`src/rtl/twdt_defs.svh`:
```
/*
 * Offsets, field positions, reset values and counts of the two-stage
 * watchdog. Assumes inclusion by bare name from any design file.
 */
`ifndef TWDT_DEFS_SVH
`define TWDT_DEFS_SVH

// Register indices as printed; byte address is four times the index
`define TWDT_IDX_CLEAR_KEY 16'hF00E
`define TWDT_IDX_PERIOD_MODE 16'hF00F
`define TWDT_ADDR_W 20

// Reset values
`define TWDT_CLEAR_KEY_RST 8'h00
`define TWDT_PERIOD_MODE_RST 8'h82

// Field positions in the mode register
`define TWDT_HALT_EN_BIT 7
`define TWDT_SEL_MSB 1
`define TWDT_SEL_LSB 0

// Clear keys
`define TWDT_KEY_FIRST 8'h5A
`define TWDT_KEY_SECOND 8'hA5

// Low-speed clock cycles per divided tick
`define TWDT_PRESCALE 128

// Overflow periods in low-speed clock cycles, per period select
`define TWDT_OVF_SEL0 4096
`define TWDT_OVF_SEL1 16384
`define TWDT_OVF_SEL2 65536
`define TWDT_OVF_SEL3 262144

`endif

```
`src/rtl/twdt_pkg.sv`:
```
/*
 * Types of the two-stage watchdog. Assumes nothing of its surroundings.
 */
package twdt_pkg;

    // Warning state, Gray coded along armed, init, warned, fired
    typedef enum logic [1:0] {
        st_armed = 2'b00,
        st_init = 2'b01,
        st_warned = 2'b11,
        st_fired = 2'b10
    } twdt_state_t;

    // Power state as seen from the power controller
    typedef struct packed {
        logic stop_mode;
        logic deepest_halt_state;
    } twdt_power_t;

    // Mode register layout; bits 6:2 are not stored
    typedef struct packed {
        logic halt_count_en;
        logic [4:0] unused;
        logic [1:0] period_select;
    } twdt_mode_t;

    // Events toward the interrupt and reset controllers
    typedef struct packed {
        logic watchdog_interrupt;
        logic halt_wake;
        logic watchdog_reset;
    } twdt_event_t;

endpackage

```
`src/rtl/twdt_sync.sv`:
```
/*
 * Two flip-flop synchroniser for asynchronous levels.
 * Assumes the input is a level from outside the pclk domain.
 */
`timescale 1ns/1ps
`default_nettype none

module twdt_sync #(
    parameter int WIDTH = 1
)
(
    // Clock and reset
    input wire logic pclk,
    input wire logic presetn,
    // Level in and synchronised level out
    input wire logic [WIDTH-1:0] async_in,
    output logic [WIDTH-1:0] sync_out
);

    logic [WIDTH-1:0] meta_reg;

    // First stage feeds only the second stage
    always_ff @(posedge pclk or negedge presetn)
    begin
        if (!presetn)
        begin
            meta_reg <= '0;
            sync_out <= '0;
        end
        else
        begin
            meta_reg <= async_in;
            sync_out <= meta_reg;
        end
    end

endmodule

`default_nettype wire

```
`src/rtl/twdt_top.sv`:
```
/*
 * Two-stage watchdog timer with an APB register slave.
 * Assumes a 25 MHz pclk, a free low-speed clock pin far slower than
 * pclk, and power-state levels driven from logic on pclk.
 */
// The implementer's own choice: the APB slave port.
`timescale 1ns/1ps
`default_nettype none

`include "twdt_defs.svh"

////////////////////////////////////////////////////////////////////////
module twdt_top
    import twdt_pkg::*;
(
    // APB clock and reset
    input wire logic pclk,
    input wire logic presetn,
    // APB slave
    input wire logic psel,
    input wire logic penable,
    input wire logic pwrite,
    input wire logic [`TWDT_ADDR_W-1:0] paddr,
    input wire logic [31:0] pwdata,
    input wire logic [3:0] pstrb,
    output logic [31:0] prdata,
    output logic pready,
    output logic pslverr,
    // Low-speed clock pin and power state
    input wire logic low_speed_clock,
    input wire twdt_power_t power_state,
    // Events toward interrupt and reset controllers
    output twdt_event_t wdt_events,
    // Pointer state for observation
    output logic sequence_pointer
);

    // The slow pin is only sampled on pclk, so each of its half periods
    // must span several pclk cycles; a faster pin would drop edges and
    // quietly stretch every watchdog period
    localparam int PRE_W = $clog2(`TWDT_PRESCALE);
    localparam int CNT_W = $clog2(`TWDT_OVF_SEL3 / `TWDT_PRESCALE);
    localparam logic [`TWDT_ADDR_W-1:0] ADDR_KEY =
        `TWDT_ADDR_W'(`TWDT_IDX_CLEAR_KEY * 4);
    localparam logic [`TWDT_ADDR_W-1:0] ADDR_MODE =
        `TWDT_ADDR_W'(`TWDT_IDX_PERIOD_MODE * 4);
    localparam logic [PRE_W-1:0] PRE_LAST = PRE_W'(`TWDT_PRESCALE - 1);

    // Last tick index before overflow for a period select
    function automatic logic [CNT_W-1:0] last_tick(input logic [1:0] sel);
        logic [CNT_W-1:0] r;
        r = '0;
        unique case (sel)
            2'b00: r = CNT_W'(`TWDT_OVF_SEL0 / `TWDT_PRESCALE - 1);
            2'b01: r = CNT_W'(`TWDT_OVF_SEL1 / `TWDT_PRESCALE - 1);
            2'b10: r = CNT_W'(`TWDT_OVF_SEL2 / `TWDT_PRESCALE - 1);
            2'b11: r = CNT_W'(`TWDT_OVF_SEL3 / `TWDT_PRESCALE - 1);
        endcase
        return r;
    endfunction

    logic slow_sync;
    logic slow_last_reg;
    logic ls_rise;
    logic ls_fall;
    logic [PRE_W-1:0] pre_reg;
    logic tick;
    logic [CNT_W-1:0] count_reg;
    logic run;
    logic overflow;
    twdt_state_t state_reg;
    twdt_state_t state_next;
    twdt_mode_t mode_reg;
    logic pointer_reg;
    logic key_armed_reg;
    logic wr_access;
    logic rd_access;
    logic mapped;
    logic key_write;
    logic clear_hit;
    logic [7:0] wbyte;
    logic mode_write;
    logic init_phase;

    ////////////////////////////////////////////////////////////////////
    // Low-speed clock: synchronise, then find edges on the second stage
    twdt_sync #(
        .WIDTH(1)
    ) u_ls_sync (
        .pclk(pclk),
        .presetn(presetn),
        .async_in(low_speed_clock),
        .sync_out(slow_sync)
    );

    // Delayed copy of the synchronised level; its reset value matches
    // the synchroniser's, so no false edge follows reset
    always_ff @(posedge pclk or negedge presetn)
    begin
        if (!presetn)
            slow_last_reg <= 1'b0;
        else
            slow_last_reg <= slow_sync;
    end

    // One-cycle strobes on each synchronised slow edge
    assign ls_rise = slow_sync & ~slow_last_reg;
    assign ls_fall = ~slow_sync & slow_last_reg;

    // Counting runs unless stopped, or halted with the halt enable low.
    // The fired state stops counting; only presetn leaves it.
    assign run = ~power_state.stop_mode
        & ~(power_state.deepest_halt_state & ~mode_reg.halt_count_en)
        & (state_reg != st_fired);

    ////////////////////////////////////////////////////////////////////
    // Prescaler: counts only while running, never cleared by a key, so the clear
    // window is up to one tick shorter than the overflow period
    always_ff @(posedge pclk or negedge presetn)
    begin
        if (!presetn)
            pre_reg <= '0;
        else if (run && ls_rise)
            pre_reg <= pre_reg + PRE_W'(1);
    end

    // One tick per 128 synchronised rises while running
    assign tick = run & ls_rise & (pre_reg == PRE_LAST);

    ////////////////////////////////////////////////////////////////////
    // APB decode: zero wait states, error on unmapped addresses
    assign mapped = (paddr == ADDR_KEY) || (paddr == ADDR_MODE);
    assign wr_access = psel & penable & pwrite & mapped;
    assign rd_access = psel & ~pwrite & mapped;
    assign wbyte = pwdata[7:0];
    assign pready = 1'b1;
    assign pslverr = psel & penable & ~mapped;

    // Init phase right after a first overflow; counter and pointer are
    // held and key writes are lost, which software must detect itself
    assign init_phase = (state_reg == st_init);

    // Only byte lane 0 carries register data; a write without it is
    // dropped rather than half applied
    assign key_write = wr_access & (paddr == ADDR_KEY) & pstrb[0]
        & ~init_phase;
    assign mode_write = wr_access & (paddr == ADDR_MODE) & pstrb[0];

    // A completed key pair clears the counter
    assign clear_hit = key_write & pointer_reg & key_armed_reg
        & (wbyte == `TWDT_KEY_SECOND);

    // Overflow at or past the end, so a period cut short by a mode write
    // still ends at the next tick instead of wrapping round
    assign overflow = tick & (count_reg >= last_tick(mode_reg.period_select));

    ////////////////////////////////////////////////////////////////////
    // Watchdog counter; held at zero during init, no disable exists.
    // Overflow and clear in one cycle both zero it; the state decides.
    always_ff @(posedge pclk or negedge presetn)
    begin
        if (!presetn)
            count_reg <= '0;
        else if (init_phase)
            count_reg <= '0;
        else if (overflow)
            count_reg <= '0;
        else if (clear_hit)
            count_reg <= '0;
        else if (tick)
            count_reg <= count_reg + CNT_W'(1);
    end

    ////////////////////////////////////////////////////////////////////
    // Sequence pointer and first-key memory; overflow outranks a write,
    // so the pointer always reads 0 just after any overflow
    always_ff @(posedge pclk or negedge presetn)
    begin
        if (!presetn)
        begin
            pointer_reg <= 1'b0;
            key_armed_reg <= 1'b0;
        end
        else if (overflow || init_phase)
        begin
            pointer_reg <= 1'b0;
            key_armed_reg <= 1'b0;
        end
        else if (key_write)
        begin
            pointer_reg <= ~pointer_reg;
            key_armed_reg <= ~pointer_reg
                & (wbyte == `TWDT_KEY_FIRST);
        end
    end

    assign sequence_pointer = pointer_reg;

    ////////////////////////////////////////////////////////////////////
    // Mode register; reserved bits are not stored and read as zero
    always_ff @(posedge pclk or negedge presetn)
    begin
        if (!presetn)
            mode_reg <= twdt_mode_t'(`TWDT_PERIOD_MODE_RST);
        else if (mode_write)
        begin
            mode_reg.halt_count_en <= wbyte[`TWDT_HALT_EN_BIT];
            mode_reg.unused <= '0;
            mode_reg.period_select <=
                wbyte[`TWDT_SEL_MSB:`TWDT_SEL_LSB];
        end
    end

    ////////////////////////////////////////////////////////////////////
    // Warning state: the init phase ends on the next falling slow edge,
    // which is half a low-speed period after the overflowing rise.
    // A clear in the armed state only zeroes the counter; the fired
    // state is left only by a system reset.
    always_comb
    begin
        state_next = state_reg;
        unique case (state_reg)
            st_armed:
                if (overflow)
                    state_next = st_init;
            st_init:
                if (ls_fall)
                    state_next = st_warned;
            st_warned:
                if (overflow)
                    state_next = st_fired;
                else if (clear_hit)
                    state_next = st_armed;
            st_fired:
                state_next = st_fired;
        endcase
    end

    always_ff @(posedge pclk or negedge presetn)
    begin
        if (!presetn)
            state_reg <= st_armed;
        else
            state_reg <= state_next;
    end

    ////////////////////////////////////////////////////////////////////
    // Event outputs: interrupt and wake pulse once, reset holds
    // until the system reset comes back through presetn.
    // Wake is kept apart from the interrupt so the power controller
    // need not decode the interrupt controller's request.
    always_ff @(posedge pclk or negedge presetn)
    begin
        if (!presetn)
            wdt_events <= '0;
        else
        begin
            wdt_events.watchdog_interrupt <=
                overflow & (state_reg == st_armed);
            wdt_events.halt_wake <=
                overflow & (state_reg == st_armed);
            wdt_events.watchdog_reset <= wdt_events.watchdog_reset
                | (overflow & (state_reg == st_warned));
        end
    end

    ////////////////////////////////////////////////////////////////////
    // Read data registered in a read's setup phase, held through any mapped access, zero otherwise;
    // unmapped reads return zero even right after a mapped read
    always_ff @(posedge pclk or negedge presetn)
    begin
        if (!presetn)
            prdata <= '0;
        else if (rd_access && !penable)
        begin
            if (paddr == ADDR_KEY)
                prdata <= {31'h0, pointer_reg};
            else
                prdata <= {24'h0, mode_reg.halt_count_en, 5'h00,
                    mode_reg.period_select};
        end
        else if (!psel || !mapped)
            prdata <= '0;
    end

endmodule

`default_nettype wire

```
`config.mk`:
```
export PLATFORM = sky130hd
export DESIGN_NAME = twdt_top
export DESIGN_NICKNAME = d
export VERILOG_FILES = /design/src/rtl/twdt_pkg.sv /design/src/rtl/twdt_sync.sv /design/src/rtl/twdt_top.sv
export VERILOG_INCLUDE_DIRS = /design/src /design/src/rtl
export SDC_FILE = /design/constraint.sdc
export NUM_CORES = 1
export LEC_CHECK = 0
export BUFFER_PORTS_ARGS = -buffer_cell sky130_fd_sc_hd__buf_4
export CAP_MARGIN = 30
export CORE_ASPECT_RATIO = 0.8
export CORE_MARGIN = 10
export CORE_UTILIZATION = 45
export CTS_CLUSTER_DIAMETER = 100
export DETAILED_ROUTE_END_ITERATION = 10
export GPL_TIMING_DRIVEN = 0
export PLACE_DENSITY = 0.89
export SYNTH_ARGS = -nofsm -noshare
export SYNTH_HDL_FRONTEND = slang
export SYNTH_SLANG_ARGS = --single-unit
```
`constraint.sdc`:
```
create_clock -name pclk -period 2.3 [get_ports pclk]
set_input_delay 0.23 -clock pclk [delete_from_list [all_inputs] [get_ports pclk]]
set_output_delay 0.23 -clock pclk [all_outputs]
set_load 0.005 [all_outputs]
```
==> impl.org <==
** Setup path
- For the worst setup path, the data arrival time is roughly 2.3 ns.
- Critical path required time :: 2.50 ns
- STA classifies the critical path endpoint as a flop.
- STA classifies the critical path startpoint as a flop.
- The critical path is of the reg -> reg type.
- Worst-path fanout max :: 10

** Clocking
- CTS tree :: built
- Largest buffer count on any clock path :: 2
- Clock tree root driver cell :: clkbuf_8
- The number of clock buffers added by TritonCTS is 5.
- CTS sink cnt :: 33
- Number of gates resized after cts :: 0
- CTS built an H-tree with a depth of 2.
- The later pin in the worst-skew pair is clocked with a latency of between 0.2 and 0.3 ns.
- Clock-pin slew was measured on the worst setup and hold paths at ~0.070 ns.

** Power
- Total power per unit cell area :: approximately 440 nW/µm²
- Of the total power, the clock network draws about a third.
- Int Pwr :: slightly above 900 µW
- Net switching is approximately 26% of the power.
- VDD sags by at most a little under 0.3 mV.
- The analysis attributes to net switching a power of approximately 320 µW.
- Summed over all cells, the static leakage comes to 1.433 nW.
- Of the total power, registers draw between 50% and 60%.
- Comb pwr share :: 14.2%

** Final layout
- Number of fillers in the final layout :: between 300 and 400
- The library cell used most frequently in the layout, excluding fill and tap cells, is buf_4.
- Cells fill 60.73% of the core in the end.
- The register with the most flip-flops in the layout has 11 of them.
- Multi-input gate area in the final layout :: around 1200 µm²
- In the layout the commonest cells are 79 x buf_4, 31 x dfrtp_1, 30 x conb_1.
- Synth-to-layout area growth :: 28.22%
- Antenna cells :: 0
- Number of nets in the final layout :: about 400
- In the final layout, flip-flops and latches occupy between 800 and 900 µm².
- Ratio of cells with drive above 1 in the final layout :: about 32%

** GRT
- The first global-routing pass estimated about 9400 µm of wire.
- In the global route stage, met3 resource usage came out at under 10%.
- met2 is the most crowded layer.
- Number of global-route vias before repair :: approximately 2100
- In the global route stage, met1 resource usage came out at 14.85%.
- Global routing used roughly a quarter of the available met2 tracks.
- Number of antenna violations at the first check in global routing :: 0
- Total overflow reported by the global router :: 0
- Largest net degree at the start of global routing :: 34
- Across every metal layer, demand over resource in global routing totals between 10% and 20%.

** Synth
- The most used flip-flop cell after synthesis is dfrtp_1.
- Counting flops with an async set or reset pin after synthesis yields a share of 100.0%.
- Cell variety after synth :: between 40 and 50
- Sequential area share after synthesis :: a little under two fifths
- Average instance area after synthesis :: a little over 9 µm²
- For this run, the number of Yosys warnings is 0.
- In this run, synthesis produced a sequential element count of 33.
- Cell area after synthesis :: 2203 µm²
- Number of enable-type register cells in the synthesized netlist :: 0
- Syn Inst Count :: 241

** Die
- Starting density of the core :: between 40 and 50%
- From bottom edge to top edge, the die measures a little over 80 µm.
- The floorplan has 22 rows.
- I/O pins :: between 100 and 150
- Core Area :: around 4700 µm²
- The die covers between 8000 and 9000 µm².
- From left edge to right edge, the die measures 98.24 µm.

** Timing
- For the final routed database, the setup TNS stands at 0 ns.
- Setup violations remaining at the end of the flow were counted as 0.
- Hold violation total from the final report :: 0
- Minimum clock period after layout :: 2.076 ns
- Setup repair after global routing left no endpoint under its margin.
- The clock arrives with between 0.007 and 0.008 ns of skew.
- The worst path meets setup with about 0.22 ns of slack.
- The final max-slew violation count is 0.
- Max Clock Freq :: ~0.48 GHz
- Share of the cycle needed by the critical path after routing :: between 90% and 100%

** Route
- Routed WL :: about 5500 µm
- After detailed routing, the average wire length per cell comes to 14.35 µm.
- The first TritonRoute pass finished after 4 iterations.
- The detailed router finished its first iteration with 86 violations.
- In the routed layout, each cell is associated on average with a via count of just over 5.
- Count of antenna-violating nets left after detailed routing :: 0
- Via count :: 1959
- DRC viols :: 0

** Placed design
- Port bufs :: 44
- At the end of routability-driven placement, the weighted congestion stood at 0.7994.
- HPWL reported at the end of detailed placement :: 4502 µm
- Timing analysis after detailed placement gives a worst setup slack of ~0.11 ns.

** Flow run
- Across the run, the number of max-cap violations was 0.

** Worst hold path
- The min-delay analysis places its worst path in the category in -> reg.

** Run status
- Status :: finished, final reports clean
-- metrics by stage --
stage | hold WS [ns] | cells | total power [mW] | area (µm²)
final | 0.04930 | 384 | 1.248 | 2825
after global routing | 0.04287 | 384 | 1.306 | 2825
after CTS | 0.04198 | 382 | 1.255 | 2810
after detailed placement | 0.1939 | 373 | 0.8273 | 2714
after global placement | 0.1915 | 373 | 0.8151 | 2714
after floorplan | -0.06559 | 269 | 0.7415 | 2308
-- cell usage after synthesis, drive strengths merged, types with 5 or more instances --
| cell | n | share of area [%] |
|---|---|---|
| dfrtp | 31 | 35 |
| nand2 | 22 | 3.7 |
| a31oi | 5 | 1.4 |
| and4 | 5 | 2.1 |
| inv | 6 | 1.0 |
| buf | 37 | 13 |
| a21oi | 12 | 2.9 |
| o21ai | 9 | 2.0 |
| nand3b | 5 | 1.7 |
| nor2 | 20 | 3.5 |
| nand4 | 5 | 2.1 |
| nand3 | 23 | 5.2 |
| ha | 8 | 4.5 |
-- worst max-delay path: stages, from the launching register on --
cell,delay [ns]
dfstp_2,0.57
nor2_1,0.08
ha_1,0.31
a21oi_2,0.15
a21oi_1,0.09
a211oi_2,0.21
buf_4,0.17
buf_6,0.14
nand3_1,0.08
a31oi_1,0.19
-- routing by layer --
metal | vias to the layer above | share of wire, % | wire length (µm)
met3 | 6 | 9.3 | 511
met1 | 918 | 40 | 2183
met4 | 0 | 1.5 | 81
li1 | 969 | - | -
met5 | - | 0 | 0
met2 | 66 | 50 | 2733
-- cell type report --
class | count | area share [%]
Multi-Input combinational cell | 193 | 41.23
Clock buffer | 5 | 2.436
Buffer | 37 | 10.36
Sequential cell | 33 | 29.32
Clock inverter | 3 | 0.6200
Timing Repair Buffer | 47 | 12.58
Tap cell | 60 | 2.657
Inverter | 6 | 0.7972
-- repair_timing --
| item | CTS | global route |
|---|---|---|
| endpoints found under the hold margin | 31 | 0 |
| setup buffers | 0 | 2 |
| setup endpoints to repair | 0 | 10 |
| hold buffers | 1 | 0 |
-- power by group through the flow --
| stage | Combinational [mW] | Clock (mW) | Sequential (mW) |
|---|---|---|---|
| floorplan | 0.0964 | 0 | 0.645 |
| global placement | 0.165 | 0 | 0.650 |
| detailed placement | 0.173 | 0 | 0.655 |
| CTS | 0.174 | 0.437 | 0.644 |
| global route | 0.203 | 0.454 | 0.649 |
| finish | 0.177 | 0.428 | 0.643 |
-- cell families (layout without fill, tap and decap cells) --
kind of cell,Yosys count,after routing,share of synthesized area [%]
other,2,30,0.3408
muxes,3,3,1.476
xor gates and xnor gates,7,7,2.783
and+or+nand+nor,106,106,27.48
DFF,33,33,37.59
adders and majority gates,8,8,4.543
buffers and inverters,43,98,14.31
AOI/OAI and AO/OA,39,39,11.47
-- path summary, 6_finish.rpt --
check	slack, ns	cells after the start	endpoint	startpoint
min	0.05	1	u_ls_sync.meta_reg	low_speed_clock
max	0.22	9	count_reg[5]	mode_reg[1]
min reg2reg	0.35	0	u_ls_sync.sync_out	u_ls_sync.meta_reg
min in group asynchronous	0.42	2	pre_reg[2]	presetn
max in group asynchronous	1.53	2	mode_reg[1]	presetn
max reg2reg	0.22	9	count_reg[5]	mode_reg[1]
Note: power is estimated with default switching activity, not from simulation.
